[config.mk]
export PLATFORM = sky130hd
export DESIGN_NAME = multi_mode_timer_unit
export DESIGN_NICKNAME = d
export VERILOG_FILES = /design/src/rtl/timer_unit_pkg.sv /design/src/rtl/multi_mode_timer_unit.sv
export SDC_FILE = /design/constraint.sdc
export NUM_CORES = 1
export LEC_CHECK = 0
export BUFFER_PORTS_ARGS = -buffer_cell sky130_fd_sc_hd__clkbuf_2
export CORE_UTILIZATION = 25
export DETAILED_ROUTE_END_ITERATION = 8
export GPL_TIMING_DRIVEN = 0
export HOLD_SLACK_MARGIN = 0.03
export MAX_ROUTING_LAYER = met4
export PLACE_DENSITY = 0.44
export SYNTH_ARGS = -nofsm -noshare
export SYNTH_HDL_FRONTEND = slang
export SYNTH_SLANG_ARGS = --single-unit
[constraint.sdc]
create_clock -name aclk -period 3.4 [get_ports aclk]
set_clock_uncertainty 0.1 [all_clocks]
set_input_delay 1.02 -clock aclk [delete_from_list [all_inputs] [get_ports aclk]]
set_output_delay 1.02 -clock aclk [all_outputs]
set_load 0.02 [all_outputs]
[src/rtl/timer_unit_pkg.sv]
package timer_unit_pkg;
  localparam logic [7:0]  IDX_EDGE_SELECT  = 8'h03;
  localparam logic [7:0]  ADDR_EDGE_SELECT = {IDX_EDGE_SELECT[5:0], 2'b00};
  localparam logic [7:0]  ADDR_CTRL_A      = 8'h20;
  localparam logic [7:0]  ADDR_CTRL_B      = 8'h24;
  localparam logic [7:0]  ADDR_CTRL_CD     = 8'h28;
  localparam logic [7:0]  ADDR_DATA_A      = 8'h30;
  localparam logic [7:0]  ADDR_DATA_B      = 8'h34;
  localparam logic [7:0]  ADDR_DATA_C      = 8'h38;
  localparam logic [7:0]  ADDR_DATA_D      = 8'h3c;
  localparam logic [7:0]  ADDR_IRQ_ENABLE  = 8'h40;
  localparam logic [7:0]  ADDR_IRQ_PENDING = 8'h44;
  localparam logic [7:0]  ADDR_OUT_STATUS  = 8'h48;
  localparam logic [7:0]  RST_EDGE_SELECT  = 8'h00;
  localparam logic [3:0]  RST_CTRL         = 4'h0;
  localparam logic [7:0]  RST_DATA         = 8'h00;
  localparam int          EDGE_BIT_A       = 4;
  localparam int          EDGE_BIT_B       = 3;
  localparam int          CTRL_RESET_OUT   = 4;
  localparam int          CD_C_LSB         = 4;
  localparam int          CD_D_LSB         = 0;
  localparam logic [3:0]  MODE_STOP        = 4'h0;
  localparam logic [3:0]  MODE_EVENT       = 4'h8;
  localparam int          MODE_PULSE_BIT   = 3;
  localparam logic [7:0]  PRE_DIV4         = 8'd4;
  localparam logic [7:0]  PRE_DIV10        = 8'd10;
  localparam logic [7:0]  PRE_DIV16        = 8'd16;
  localparam logic [7:0]  PRE_DIV50        = 8'd50;
  localparam logic [7:0]  PRE_DIV64        = 8'd64;
  localparam logic [7:0]  PRE_DIV100       = 8'd100;
  localparam logic [7:0]  PRE_DIV200       = 8'd200;
  localparam logic [7:0]  CNT_ONE          = 8'h01;
  localparam logic [1:0]  RESP_OKAY        = 2'b00;
  localparam logic [1:0]  RESP_SLVERR      = 2'b10;
  typedef enum logic [1:0] {
    BUS_IDLE = 2'b01,
    BUS_RESP = 2'b10
  } bus_state_t;
endpackage

[src/rtl/multi_mode_timer_unit.sv]
// Register access over AXI4-Lite is this design's own decision.
`timescale 1ns/10ps
// Operation
// [RULE1] Four 8-bit timers, prescaler then down counter, on separate timer clock.
// [RULE2] A and B: delay, pulse width, event count; C and D delay only.
// [RULE3] Delay mode: prescaler always runs; each count pulse decrements counter.
// [RULE4] Count pulse at 01 reloads from data register and emits timeout.
// [RULE5] Timeout goes to its interrupt channel; interrupts only when enabled.
// [RULE6] Each timeout toggles the timer output, held until next timeout.
// [RULE7] Prescale change mid-run: first timeout within 1..200 clocks, then correct.
// [RULE8] Load 01 times out every pulse; load 00 every 256 pulses.
// [RULE9] Pulse/event modes: line four/three channels follow aux inputs A/B.
// [RULE10] Pulse width mode: aux input active gates prescaler and counter.
// [RULE11] Edge bit 4 sets aux A active level, bit 3 aux B; one high.
// [RULE12] Pulse width mode: aux interrupt on opposite transition, marking pulse end.
// [RULE13] Data write after aux active: new value loads only when passing 01.
// [RULE14] Software rewrites data register after reading count, before next pulse.
// [RULE15] Leaving pulse mode restores polarity; mode or edge change may interrupt.
// [RULE16] Event count: prescaler bypassed, each active aux transition counts once.
// [RULE17] Event count through 01: timeout, toggle, interrupt option, reload.
// [RULE18] Aux input changes at most once every four timer clocks.
// [RULE19] Event count: edge bit one counts rising, zero falling; change may count.
// [RULE20] Event count: active aux transition also interrupts line channel if enabled.
// [RULE21] Port line interrupts on falling edge for bit zero, rising for one.
// [RULE22] Edges found by XOR of edge bit and input; configure before enabling.
// [RULE23] Data write to stopped timer loads counter too; running loads at 01.
// [RULE24] Mode field: stopped, delay with seven prescales, event, pulse width.
// [RULE25] Stopped timer keeps counter but discards prescaler residue.
// [RULE26] Timeout is one timer clock wide, recorded once as pending event.
module multi_mode_timer_unit
  import timer_unit_pkg::*;
(
  input  wire logic        aclk,
  input  wire logic        aresetn,
  input  wire logic        timer_clk,
  input  wire logic        aux_input_a,
  input  wire logic        aux_input_b,
  input  wire logic        port_line_three,
  input  wire logic        port_line_four,
  input  wire logic        s_axi_awvalid,
  output logic             s_axi_awready,
  input  wire logic [7:0]  s_axi_awaddr,
  input  wire logic        s_axi_wvalid,
  output logic             s_axi_wready,
  input  wire logic [31:0] s_axi_wdata,
  input  wire logic [3:0]  s_axi_wstrb,
  output logic             s_axi_bvalid,
  input  wire logic        s_axi_bready,
  output logic [1:0]       s_axi_bresp,
  input  wire logic        s_axi_arvalid,
  output logic             s_axi_arready,
  input  wire logic [7:0]  s_axi_araddr,
  output logic             s_axi_rvalid,
  input  wire logic        s_axi_rready,
  output logic [31:0]      s_axi_rdata,
  output logic [1:0]       s_axi_rresp,
  output logic             timer_a_output,
  output logic             timer_b_output,
  output logic             timer_c_output,
  output logic             timer_d_output,
  output logic             irq_pending_any
);

  // Timer clock is sampled as a plain input: no edge before its own sync pair
  typedef struct packed {
    logic [1:0]  tclk_sync;
    logic        tclk_prev;
    logic        w_strb_bad;
    logic [1:0]  aux_a_sync;
    logic [1:0]  aux_b_sync;
    logic [1:0]  line3_sync;
    logic [1:0]  line4_sync;
    logic        det_a_prev;
    logic        det_b_prev;
    logic        det_3_prev;
    logic        det_4_prev;
    logic        ev_a_prev;
    logic        ev_b_prev;
    logic [7:0]  edge_select_ff;
    logic [3:0]  ctrl_a;
    logic [3:0]  ctrl_b;
    logic [2:0]  ctrl_c;
    logic [2:0]  ctrl_d;
    logic [31:0] data_q;
    logic [31:0] count_q;
    logic [31:0] pre_q;
    logic [3:0]  reload_pend;
    logic [3:0]  out_q;
    logic [3:0]  out_hold;
    logic [5:0]  irq_en;
    logic [5:0]  irq_pend;
    bus_state_t  wr_st;
    bus_state_t  rd_st;
    logic        aw_got;
    logic        w_got;
    logic [7:0]  aw_addr;
    logic [31:0] w_data;
    logic        w_err;
    logic [31:0] rdata;
    logic        r_err;
  } state_t;

  state_t cur_ff;
  state_t nxt_cur;

  function automatic logic [7:0] prescale(input logic [2:0] sel);
    unique case (sel)
      3'd1:    prescale = PRE_DIV4;
      3'd2:    prescale = PRE_DIV10;
      3'd3:    prescale = PRE_DIV16;
      3'd4:    prescale = PRE_DIV50;
      3'd5:    prescale = PRE_DIV64;
      3'd6:    prescale = PRE_DIV100;
      3'd7:    prescale = PRE_DIV200;
      default: prescale = PRE_DIV4;
    endcase
  endfunction

  function automatic logic mapped(input logic [7:0] a);
    mapped = (a == ADDR_EDGE_SELECT) || (a == ADDR_CTRL_A) || (a == ADDR_CTRL_B) ||
             (a == ADDR_CTRL_CD) || (a == ADDR_DATA_A) || (a == ADDR_DATA_B) ||
             (a == ADDR_DATA_C) || (a == ADDR_DATA_D) || (a == ADDR_IRQ_ENABLE) ||
             (a == ADDR_IRQ_PENDING) || (a == ADDR_OUT_STATUS);
  endfunction

  logic        tick;
  logic        wr_fire;
  logic [3:0]  mode [4];
  logic [3:0]  pulse_mode;
  logic [3:0]  event_mode;
  logic [3:0]  running;
  logic [3:0]  cnt_pulse;
  logic [3:0]  timeout;
  logic [3:0]  data_wr;
  logic [5:0]  ev_in;
  logic        det_a;
  logic        det_b;
  logic        det_3;
  logic        det_4;
  logic        ch3_det;
  logic        ch4_det;
  logic [7:0]  cnt_i;
  logic [7:0]  pre_i;
  logic [7:0]  wd;

  always_comb begin
    nxt_cur = cur_ff;
    wd = cur_ff.w_data[7:0];
    cnt_i = 8'h00;
    pre_i = 8'h00;
    nxt_cur.tclk_sync = {cur_ff.tclk_sync[0], timer_clk};
    nxt_cur.aux_a_sync = {cur_ff.aux_a_sync[0], aux_input_a};
    nxt_cur.aux_b_sync = {cur_ff.aux_b_sync[0], aux_input_b};
    nxt_cur.line3_sync = {cur_ff.line3_sync[0], port_line_three};
    nxt_cur.line4_sync = {cur_ff.line4_sync[0], port_line_four};
    nxt_cur.tclk_prev = cur_ff.tclk_sync[1];
    // All timer logic advances on rising timer clock edges only
    tick = cur_ff.tclk_sync[1] & ~cur_ff.tclk_prev; // see [RULE1]
    mode[0] = cur_ff.ctrl_a;
    mode[1] = cur_ff.ctrl_b;
    mode[2] = {1'b0, cur_ff.ctrl_c}; // see [RULE2]
    mode[3] = {1'b0, cur_ff.ctrl_d};
    // XNOR detectors: output high means input is in its active state
    det_a = cur_ff.aux_a_sync[1] ~^ cur_ff.edge_select_ff[EDGE_BIT_A]; // see [RULE11] [RULE22]
    det_b = cur_ff.aux_b_sync[1] ~^ cur_ff.edge_select_ff[EDGE_BIT_B];
    det_3 = cur_ff.line3_sync[1] ~^ cur_ff.edge_select_ff[EDGE_BIT_B];
    det_4 = cur_ff.line4_sync[1] ~^ cur_ff.edge_select_ff[EDGE_BIT_A];
    for (int i = 0; i < 4; i++) begin
      pulse_mode[i] = mode[i][MODE_PULSE_BIT] && (mode[i] != MODE_EVENT);
      event_mode[i] = (mode[i] == MODE_EVENT); // see [RULE24]
    end
    // Counting gates sampled per timer clock; rule on four-clock spacing keeps this safe
    running[0] = (mode[0] != MODE_STOP) && (!pulse_mode[0] || det_a); // see [RULE10]
    running[1] = (mode[1] != MODE_STOP) && (!pulse_mode[1] || det_b);
    running[2] = (mode[2] != MODE_STOP);
    running[3] = (mode[3] != MODE_STOP);
    nxt_cur.ev_a_prev = tick ? det_a : cur_ff.ev_a_prev;
    nxt_cur.ev_b_prev = tick ? det_b : cur_ff.ev_b_prev;
    // Event pulse on inactive-to-active detector change, edge bit rewrite included
    ev_in[0] = tick && det_a && !cur_ff.ev_a_prev; // see [RULE16] [RULE18] [RULE19]
    ev_in[1] = tick && det_b && !cur_ff.ev_b_prev;
    ev_in[5:2] = 4'h0;
    wr_fire = cur_ff.aw_got && cur_ff.w_got && (cur_ff.wr_st == BUS_IDLE);
    data_wr = 4'h0;
    if (wr_fire) begin
      data_wr[0] = cur_ff.aw_addr == ADDR_DATA_A;
      data_wr[1] = cur_ff.aw_addr == ADDR_DATA_B;
      data_wr[2] = cur_ff.aw_addr == ADDR_DATA_C;
      data_wr[3] = cur_ff.aw_addr == ADDR_DATA_D;
    end
    cnt_pulse = 4'h0;
    timeout = 4'h0;
    for (int i = 0; i < 4; i++) begin
      cnt_i = cur_ff.count_q[8*i +: 8];
      pre_i = cur_ff.pre_q[8*i +: 8];
      if (mode[i] == MODE_STOP) begin
        pre_i = 8'h00; // see [RULE25]
      end else if (event_mode[i]) begin
        pre_i = 8'h00;
        cnt_pulse[i] = ev_in[i]; // see [RULE16]
      end else if (tick && running[i]) begin
        // Residue above a new smaller limit ends the prescale on the next tick: first timeout off by up to 200
        if (pre_i + 8'h01 >= prescale(mode[i][2:0])) begin // see [RULE3] [RULE7]
          pre_i = 8'h00;
          cnt_pulse[i] = 1'b1;
        end else begin
          pre_i = pre_i + 8'h01;
        end
      end
      if (cnt_pulse[i]) begin
        if (cnt_i == CNT_ONE) begin
          cnt_i = cur_ff.data_q[8*i +: 8]; // see [RULE4] [RULE13] [RULE17]
          timeout[i] = 1'b1; // see [RULE26]
          nxt_cur.reload_pend[i] = 1'b0;
        end else begin
          cnt_i = cnt_i - 8'h01; // see [RULE8]
        end
      end
      if (data_wr[i]) begin
        nxt_cur.data_q[8*i +: 8] = wd;
        if (mode[i] == MODE_STOP) begin
          cnt_i = wd; // see [RULE23]
        end else begin
          nxt_cur.reload_pend[i] = 1'b1;
        end
      end
      nxt_cur.count_q[8*i +: 8] = cnt_i;
      nxt_cur.pre_q[8*i +: 8] = pre_i;
      if (cur_ff.out_hold[i]) begin
        nxt_cur.out_q[i] = 1'b0;
      end else if (timeout[i]) begin
        nxt_cur.out_q[i] = ~cur_ff.out_q[i]; // see [RULE6]
      end
    end
    nxt_cur.out_hold = 4'h0;
    // Line channels: pulse mode flips the detector so the end of the pulse fires
    ch4_det = (mode[0][MODE_PULSE_BIT]) ? (pulse_mode[0] ? ~det_a : det_a) : det_4; // see [RULE9] [RULE12]
    ch3_det = (mode[1][MODE_PULSE_BIT]) ? (pulse_mode[1] ? ~det_b : det_b) : det_3; // see [RULE15]
    nxt_cur.det_4_prev = ch4_det;
    nxt_cur.det_3_prev = ch3_det;
    nxt_cur.det_a_prev = 1'b0;
    nxt_cur.det_b_prev = 1'b0;
    // Pending bits: timer A..D, line four, line three
    ev_in[3:0] = timeout; // see [RULE5]
    ev_in[4] = ch4_det && !cur_ff.det_4_prev; // see [RULE20] [RULE21] [RULE22]
    ev_in[5] = ch3_det && !cur_ff.det_3_prev;
    if (wr_fire && !cur_ff.w_err && cur_ff.aw_addr == ADDR_IRQ_PENDING && cur_ff.w_data[6] == 1'b0) begin
      nxt_cur.irq_pend = cur_ff.irq_pend & cur_ff.w_data[5:0];
    end
    // Set wins over clear; disabled channels drop pending
    nxt_cur.irq_pend = (nxt_cur.irq_pend | ev_in) & cur_ff.irq_en;
    if (wr_fire && !cur_ff.w_err) begin
      unique case (cur_ff.aw_addr)
        ADDR_EDGE_SELECT: nxt_cur.edge_select_ff = wd;
        ADDR_CTRL_A: begin
          nxt_cur.ctrl_a = wd[3:0];
          nxt_cur.out_hold[0] = wd[CTRL_RESET_OUT];
          nxt_cur.out_q[0] = wd[CTRL_RESET_OUT] ? 1'b0 : nxt_cur.out_q[0];
        end
        ADDR_CTRL_B: begin
          nxt_cur.ctrl_b = wd[3:0];
          nxt_cur.out_q[1] = wd[CTRL_RESET_OUT] ? 1'b0 : nxt_cur.out_q[1];
        end
        ADDR_CTRL_CD: begin
          nxt_cur.ctrl_c = wd[CD_C_LSB +: 3];
          nxt_cur.ctrl_d = wd[CD_D_LSB +: 3];
        end
        ADDR_IRQ_ENABLE: nxt_cur.irq_en = cur_ff.w_data[5:0];
        default: ;
      endcase
    end
    // Write channel: address and data taken in either order
    if (s_axi_awvalid && s_axi_awready) begin
      nxt_cur.aw_got = 1'b1;
      nxt_cur.aw_addr = s_axi_awaddr;
    end
    if (s_axi_wvalid && s_axi_wready) begin
      nxt_cur.w_got = 1'b1;
      nxt_cur.w_data = s_axi_wdata;
      nxt_cur.w_strb_bad = !s_axi_wstrb[0];
    end
    if (wr_fire) begin
      nxt_cur.wr_st = BUS_RESP;
      nxt_cur.aw_got = 1'b0;
      nxt_cur.w_got = 1'b0;
    end
    nxt_cur.w_err = !mapped(nxt_cur.aw_addr) || nxt_cur.w_strb_bad;
    if (cur_ff.wr_st == BUS_RESP && s_axi_bready) begin
      nxt_cur.wr_st = BUS_IDLE;
    end
    if (cur_ff.rd_st == BUS_IDLE && s_axi_arvalid) begin
      nxt_cur.rd_st = BUS_RESP;
      nxt_cur.r_err = !mapped(s_axi_araddr);
      unique case (s_axi_araddr)
        ADDR_EDGE_SELECT: nxt_cur.rdata = {24'h0, cur_ff.edge_select_ff};
        ADDR_CTRL_A:      nxt_cur.rdata = {28'h0, cur_ff.ctrl_a};
        ADDR_CTRL_B:      nxt_cur.rdata = {28'h0, cur_ff.ctrl_b};
        ADDR_CTRL_CD:     nxt_cur.rdata = {25'h0, cur_ff.ctrl_c, 1'b0, cur_ff.ctrl_d};
        ADDR_DATA_A:      nxt_cur.rdata = {24'h0, cur_ff.count_q[7:0]};
        ADDR_DATA_B:      nxt_cur.rdata = {24'h0, cur_ff.count_q[15:8]};
        ADDR_DATA_C:      nxt_cur.rdata = {24'h0, cur_ff.count_q[23:16]};
        ADDR_DATA_D:      nxt_cur.rdata = {24'h0, cur_ff.count_q[31:24]};
        ADDR_IRQ_ENABLE:  nxt_cur.rdata = {26'h0, cur_ff.irq_en};
        ADDR_IRQ_PENDING: nxt_cur.rdata = {26'h0, cur_ff.irq_pend};
        ADDR_OUT_STATUS:  nxt_cur.rdata = {28'h0, cur_ff.out_q};
        default:          nxt_cur.rdata = 32'h0;
      endcase
    end else if (cur_ff.rd_st == BUS_RESP && s_axi_rready) begin
      nxt_cur.rd_st = BUS_IDLE;
    end
  end

  always_ff @(posedge aclk) begin
    if (!aresetn) begin
      cur_ff <= '0;
      cur_ff.edge_select_ff <= RST_EDGE_SELECT;
      cur_ff.ctrl_a <= RST_CTRL;
      cur_ff.ctrl_b <= RST_CTRL;
      cur_ff.data_q <= {4{RST_DATA}};
      cur_ff.count_q <= {4{RST_DATA}};
      cur_ff.wr_st <= BUS_IDLE;
      cur_ff.rd_st <= BUS_IDLE;
    end else begin
      cur_ff <= nxt_cur;
    end
  end

  assign s_axi_awready = !cur_ff.aw_got && (cur_ff.wr_st == BUS_IDLE);
  assign s_axi_wready  = !cur_ff.w_got && (cur_ff.wr_st == BUS_IDLE);
  assign s_axi_bvalid  = (cur_ff.wr_st == BUS_RESP);
  assign s_axi_bresp   = cur_ff.w_err ? RESP_SLVERR : RESP_OKAY;
  assign s_axi_arready = (cur_ff.rd_st == BUS_IDLE);
  assign s_axi_rvalid  = (cur_ff.rd_st == BUS_RESP);
  assign s_axi_rdata   = cur_ff.rdata;
  assign s_axi_rresp   = cur_ff.r_err ? RESP_SLVERR : RESP_OKAY;
  assign timer_a_output = cur_ff.out_q[0];
  assign timer_b_output = cur_ff.out_q[1];
  assign timer_c_output = cur_ff.out_q[2];
  assign timer_d_output = cur_ff.out_q[3];
  assign irq_pending_any = |cur_ff.irq_pend;

endmodule // multi_mode_timer_unit

After elaboration in Yosys (flattened, before gate mapping) --
Index checks and enable logic that the tools add are counted.
Storage, ports and cells: bits in registers 234, bits of input ports 64, word-level logic and storage cells 301, output and inout port bits 46
Cells by class: $lt $le $gt $ge 4, reduce and logical (&&, ||, !) cells 85, bitwise operators 17, equality and inequality tests 68, muxes and demuxes 78, add/sub/neg operators 8
Operators with widths (number):
- $mux W8 | 31
- $pmux W8 S6 | 4
- $eq A8 B6 Y1 const B | 21
- $pmux W8 S11 | 1
- $eq A8 B7 Y1 const B | 8
- $eq A3 B3 Y1 const B | 16
- $mux W1 | 35
- $add A8 B1 Y8 const B | 4
- $eq A8 B1 Y1 const B | 4
- $ge A8 B8 Y1 | 4
- $sub A8 B1 Y8 const B | 4
- $logic_and A1 B1 Y1 | 26
- $eq A3 B2 Y1 const B | 8
- $eq A8 B4 Y1 const B | 3
- $logic_or A1 B1 Y1 | 23
- $and A6 B6 Y6 | 2
- $logic_not A1 Y1 | 12
- $reduce_or A2 Y1 | 6
- $mux W2 | 5
- $reduce_and A2 Y1 | 5
- $not A1 Y1 | 9
- $eq A4 B4 Y1 const B | 2
- $logic_not A4 Y1 | 2
- $ne A4 B4 Y1 const B | 2
- 14 further kinds | 23

Longest topological paths before layout --
Gate-level depths: netlist of the first run.
depth in word-level cells 20, depth in mapped cells 12, mapped depth without buffers 11

Worst setup path after synthesis of the first run --
OpenSTA, ideal clock, no wires.
path type register to register, start point register cur_ff[114] (netlist bit), end point register cur_ff[144] (netlist bit), stages on the path, launching flop included 12, buffers on the path 0, data arrival time 2679 ps, clock period less this slack 2925 ps, slack 475 ps, required time 3155 ps, library setup time 145 ps, path through dfxtp_1 and3_1 and3_1 nand3_1 xnor2_1 ha_1 and2_1 a221o_1 a41oi_1 a21oi_2 o211ai_1 a41oi_1
Between the ends: cells in the longest elaborated chain, start to end 9
RTL lines:
- from (decl) | line multi_mode_timer_unit.sv:103 | state_t cur_ff;
- from (signal assigned) | line multi_mode_timer_unit.sv:324 | cur_ff <= nxt_cur;
- $add A8 B1 Y8 * | line multi_mode_timer_unit.sv:203 | if (pre_i + 8'h01 >= prescale(mode[i][2:0])) begin
- $ge A8 B8 Y1 * | line multi_mode_timer_unit.sv:203
- $mux W1 * | line multi_mode_timer_unit.sv:203
- $mux W1 * | line multi_mode_timer_unit.sv:201 | end else if (tick && running[i]) begin
- $mux W1 * | line multi_mode_timer_unit.sv:198 | end else if (event_mode[i]) begin
- $mux W1 * | line multi_mode_timer_unit.sv:196 | if (mode[i] == MODE_STOP) begin
- $mux W8 * | line multi_mode_timer_unit.sv:210 | if (cnt_pulse[i]) begin
- $mux W8 | line multi_mode_timer_unit.sv:221 | if (mode[i] == MODE_STOP) begin
- $mux W8 * | line multi_mode_timer_unit.sv:219 | if (data_wr[i]) begin
Every way passes the cells marked *; elsewhere a longest branch is shown, timed or not. A chain may end at the register's enable or synchronous reset.

Worst setup path in the final report of the first run --
start point register cur_ff[112] (netlist bit), end point register cur_ff[144] (netlist bit)
The elaborated chain is that of the path after synthesis.

==> flow_summary.ini, run 1 <==
[pwr]
p_sw_frac = 0.257
combPwrFrac = 0.085
clkPwrFrac = 0.450
ir_worst_vdd_mv = 0.390
powerDensity_nw_per_um2 = 396
leakage_uw = 0.00453
sequentialPowerShare = 0.465
p_int_uw = 3560
p_total_uw = 4780
p_switching_uw = 1230

[route]
dr_total_vias = 9239
drt_pass1_iterations = 9
wl_met3_um = 1280
vias_per_cell = 4.81
met1_length_um = 16900
routed_wl_um = 34000
post_drt_wl_per_cell_um = 17.7
drc_errors = 1
drtIter0Drc = 667
top_signal_layer_used = met4
dr_wl_met2_um = 15400
ant_nets = 0

[global_routing]
grt_overflow = 0
grt_max_degree = 17
grt_first_pass_wirelength_um = 52100
grt.total_usage = 0.169
antenna_found_initial = 1
grt_pass1_vias = 8725

[die]
start_util = 0.253
pin_count = 110
dieArea_um2 = 42200
core-area_um2 = 40800
die_y_um = 205
die_x_um = 205
row_count = 74

[cts]
clock_sinks = 183
cts_root_buf = clkbuf_16
cts_hold_buf = 0
clk_latency_ns = 0.45
cts.path.max_buffers = 2
htreeDepth = 4
clk_pin_slew_ns = 0.07
cts-buffers-inserted = 17
cts_tree = done

[finish]
drive_above_1_share = 0.117
syn_to_final_growth_pct = 16.7
fin_util = 0.296
n_antenna_cell = 0
fin_nets = 1482

[logic_synthesis]
synth-seq-cells = 183
synth_area_leader_cell = dfxtp_1
ys.flop_type = dfxtp_1
async_flop_share = 0
ys.warnings.count = 0
synth_edf_count = 0
seq_area_frac_synth = 0.354
yosys-top-cells-area = dfxtp_1 (35%), mux2i_1 (6.4%), nor2_1 (5.8%), ha_1 (5.1%), nand2_1 (5.1%)
ys_top_cells_by_count = dfxtp_1 (183), nor2_1 (160), nand2_1 (140), a21oi_1 (94), o21ai_0 (81)
synthCells = 1277
synthesis.area_um2 = 10300
yosysUniqueCellTypes = 76
syn_avg_cell_area_um2 = 8.10
yosysTopAreaCellShare = 0.354
post-synth-top-count-cell = dfxtp_1

[placement]
gp_congestion = 0.895
dpl.hpwl_um = 25100
io_buffers = 54

[critical_path]
cp-start-kind = flip-flop
crit_fanout = 8
critical_path_class = flip-flop to flip-flop
cp.arrival_ns = 3.43
endpoint_kind = flip-flop
cp.required_ns = 3.67

[worst_hold_path]
hold_class = flip-flop to flip-flop

[timing]
timing.fmax_mhz = 316
finalMaxSlewViolations = 7
hold_violations = 0
setup_violations = 0
maxSlewHeadroom = -0.0182
worstMarginPinSlew_ns = 1.52
period_needed_ns = 3.16
post-route-period-util = 0.930
tns_ns = 0
rsz0062_at_grt = no

[run]
max_cap_violations = 1

[run_status]
violations = design-rule violations, max-capacitance violations, max-slew violations
status = complete, but fails checks
layer usage:
metal  vias to the layer above  global-route usage
met4                         0              0.0421
met3                        27              0.0242
met5                         -                   -
met2                       204               0.261
met1                      4378               0.231
li1                       4630                   -
power by group through the flow:
stage                     logic, uW  clock network, uW  registers, uW
after floorplan                 259                  0           2250
after global placement          402                  0           2270
after detailed placement        403                  0           2270
after CTS                       404               2210           2220
after global routing            442               2300           2230
final                           405               2150           2230
flip-flops by register name (all words and copies together) (netlist names):
| signal | cells |
|---|---|
| cur_ff | 171 |
| s_axi_rdata | 8 |
| timer_a_output | 1 |
| timer_b_output | 1 |
| timer_c_output | 1 |
| timer_d_output | 1 |
worst max-delay path: stages (launching register included):
cell	delay, ns
dfxtp_1	0.40
and3_1	0.28
and3_1	0.21
nand3_1	0.10
xnor2_1	0.25
ha_1	0.30
and2_1	0.22
a221o_1	0.39
a41oi_4	0.30
a21o_4	0.24
nand2_1	0.07
a41oi_1	0.22
cell type report:
class                   instances  area [um^2]
plain buffers                 106          548
fillers                      4302        28800
well taps                     532          666
multi-input cells             990         6210
clock inverters                12          176
clock buffers                  19          443
flip-flops and latches        183         3660
inverters                      22         82.6
repair buffers                 56          285
cell usage in the layout, fill, tap and decap left out, types with 38 or more instances in the layout:
cell type    n
dfxtp_1    183
nor2_1     160
nand2_1    138
a21oi_1     93
o21ai_0     80
mux2i_1     66
clkbuf_1    65
clkbuf_2    54
ha_1        42
nand3_1     40
buf_4       38
stage by stage:
step / area, um^2 / setup WS, ns / cells / hold slack (ns)
2_1_floorplan: 10400 / 0.475 / 1302 / 0.281
3_3_place_gp: 11400 / -0.215 / 1888 / 0.291
3_5_place_dp: 11400 / -0.250 / 1888 / 0.288
4_1_cts: 12000 / 0.00918 / 1919 / 0.297
5_1_grt: 12100 / 0.0194 / 1920 / 0.324
6_report: 12100 / 0.240 / 1920 / 0.293
final timing paths:
kind	cells after the start	from	slack (ns)	to
max	11	cur_ff[112]$_SDFFE_PP0P_	0.24	cur_ff[144]$_SDFF_PN0_
min	1	cur_ff[92]$_SDFF_PN0_	0.29	timer_a_output$_SDFF_PN0_
max reg2reg	11	cur_ff[112]$_SDFFE_PP0P_	0.24	cur_ff[144]$_SDFF_PN0_
min reg2reg	1	cur_ff[92]$_SDFF_PN0_	0.29	timer_a_output$_SDFF_PN0_
timing repair:
| action | in CTS | in global routing |
|---|---|---|
| endpoints found under the setup margin | 10 | 28 |
| cloned | 0 | 0 |
| setup buffers | 0 | 2 |
| gates resized for setup | 1 | 11 |
kinds of logic after synthesis:
logic type	after synthesis	synth area share
xor gates and xnor gates	60	0.0508
other	1	0.000362
AOI/OAI and AO/OA	272	0.159
and+or+nand+nor	505	0.232
muxes	85	0.0914
buffers and inverters	129	0.0613
adders and majority gates	42	0.0508
DFF	183	0.354
(Power assumes the default switching activity.)
==> run 2, diff against run 1 <==
--- a/config.mk
+++ b/config.mk
@@ -12,6 +12,7 @@
 export HOLD_SLACK_MARGIN = 0.03
 export MAX_ROUTING_LAYER = met4
 export PLACE_DENSITY = 0.44
+export SLEW_MARGIN = 5
 export SYNTH_ARGS = -nofsm -noshare
 export SYNTH_HDL_FRONTEND = slang
 export SYNTH_SLANG_ARGS = --single-unit
==> constraint.sdc (replaced) <==
create_clock -name aclk -period 3.92 [get_ports aclk]
set_clock_uncertainty 0.1 [all_clocks]
set_input_delay 1.176 -clock aclk [delete_from_list [all_inputs] [get_ports aclk]]
set_output_delay 1.176 -clock aclk [all_outputs]
set_load 0.05 [all_outputs]
==> flow_summary.ini, run 2 (synthesis results as in run 1) <==
[finish]
layout_common_cells = dfxtp_1 (183), nor2_1 (160), nand2_1 (140)
largest_register_ffs = 171
final_common_cell = dfxtp_1
drive_above_1_share = 0.113
n_antenna_cell = 0
fin_nets = 1481
syn_to_final_growth_pct = 16.1
largest-register = cur_ff

[route]
ant_nets = 0
drt_pass1_iterations = 7
drc_errors = 1
drtIter0Drc = 723
routed_wl_um = 34000
vias_per_cell = 4.83
dr_total_vias = 9260
post_drt_wl_per_cell_um = 17.7

[die]
pin_count = 110
row_count = 74
die_y_um = 205
start_util = 0.253
dieArea_um2 = 42200
die_x_um = 205
core-area_um2 = 40800

[global_routing]
antenna_found_initial = 1
grt_first_pass_wirelength_um = 52100
grt_pass1_vias = 8733
grt_max_degree = 17
grt.total_usage = 0.169
grt_overflow = 0

[cts]
cts_tree = done
htreeDepth = 4
clock_sinks = 183
cts.path.max_buffers = 2
clk_pin_slew_ns = 0.07
cts-buffers-inserted = 17
cts_root_buf = clkbuf_16
clk_latency_ns = 0.45
cts_hold_buf = 0

[run_status]
status = complete, but fails checks
violations = design-rule violations

[timing]
tns_ns = 0
hold_violations = 0
maxSlewHeadroom = 0.228
rsz0062_at_grt = no
timing.fmax_mhz = 291
fin_ws_ns = 0.484
setup_violations = 0
worstMarginPinSlew_ns = 1.16
finalMaxSlewViolations = 0
post-route-period-util = 0.877
period_needed_ns = 3.44

[pwr]
leakage_uw = 0.00452
ir_worst_vdd_mv = 0.339
powerDensity_nw_per_um2 = 350

[critical_path]
critical_path_class = flip-flop to flip-flop
endpoint_kind = flip-flop
cp.arrival_ns = 3.70
cp.required_ns = 4.18
crit_slowest_cell = nand3_1
crit_fanout = 8
cp-start-kind = flip-flop
path_cells = ha_1 -> nand3_1 -> xnor2_1 -> ha_1 -> a21o_1 -> a2111oi_0 -> o21ai_0 -> nand2_1 -> nand3_1 -> a21oi_1
slowest_delay_ns = 0.42

[run]
max_cap_violations = 0

[placement]
gp_congestion = 0.895
io_buffers = 54
dpl.hpwl_um = 25100
pre_cts_ws_ns = 0.154

[worst_hold_path]
hold_class = flip-flop to flip-flop
[run 2: cell count changes in the layout (fill, tap and decap cells not counted), sizes merged]
cell    before  now
buf         44   42
clkbuf     137  138
[run 2: what timing repair did]
action,4_1_cts,5_1_grt
gates resized for setup,0,1
setup buffers,0,0
setup endpoints to repair,0,2
[run 2: layout make-up]
class | instances | area (um^2)
Clock buffer | 19 | 443
Clock inverter | 12 | 176
Multi-Input combinational cell | 990 | 6170
Sequential cell | 183 | 3660
Buffer | 107 | 552
Timing Repair Buffer | 54 | 270
Inverter | 22 | 82.6
Fill cell | 4301 | 28800
Tap cell | 532 | 666
[run 2: final timing paths]
path                            startpoint                        end  slack (ns)  cells after the start
setup / recovery  cur_ff[128]$_SDFFE_PP0P_   cur_ff[129]$_SDFFE_PP0P_        0.48                     10
hold / removal       cur_ff[92]$_SDFF_PN0_  timer_a_output$_SDFF_PN0_        0.29                      1
setup reg to reg  cur_ff[128]$_SDFFE_PP0P_   cur_ff[129]$_SDFFE_PP0P_        0.48                     10
hold reg to reg      cur_ff[92]$_SDFF_PN0_  timer_a_output$_SDFF_PN0_        0.29                      1
[run 2: critical path, delay by kind of cell, from the launching register on]
kind / cells / cell delay (ns)
xor+xnor: 1 / 0.18
compound gates: 4 / 1.16
fa+ha+maj: 2 / 0.54
simple gates: 3 / 0.98
flops: 1 / 0.40
[run 2: metal layers]
metal	routed length [um]	up-vias	GRT usage
met1	16700	4405	0.232
met2	15400	207	0.261
li1	-	4623	-
met5	0	-	-
met4	447	0	0.0421
met3	1440	25	0.0242
[run 2: metrics by stage]
stage          total power (uW)  utilization  instance area, um^2  hold WS [ns]  std cells
2_1_floorplan              2230            -                10400         0.281       1302
3_3_place_gp               2370        0.279                11400         0.291       1888
3_5_place_dp               2380        0.279                11400         0.288       1888
4_1_cts                    4250        0.294                12000         0.297       1919
5_1_grt                    4370        0.294                12000         0.340       1919
6_report                   4210        0.294                12000         0.291       1919
[run 2: where the power goes]
| group | leakage (uW) | internal [uW] | switching (uW) | total (uW) |
|---|---|---|---|---|
| registers | 0.00148 | 1890 | 39.7 | 1930 |
| clock network | 0.000304 | 1080 | 788 | 1870 |
| logic | 0.00273 | 111 | 294 | 405 |
| total | 0.00452 | 3080 | 1120 | 4210 |
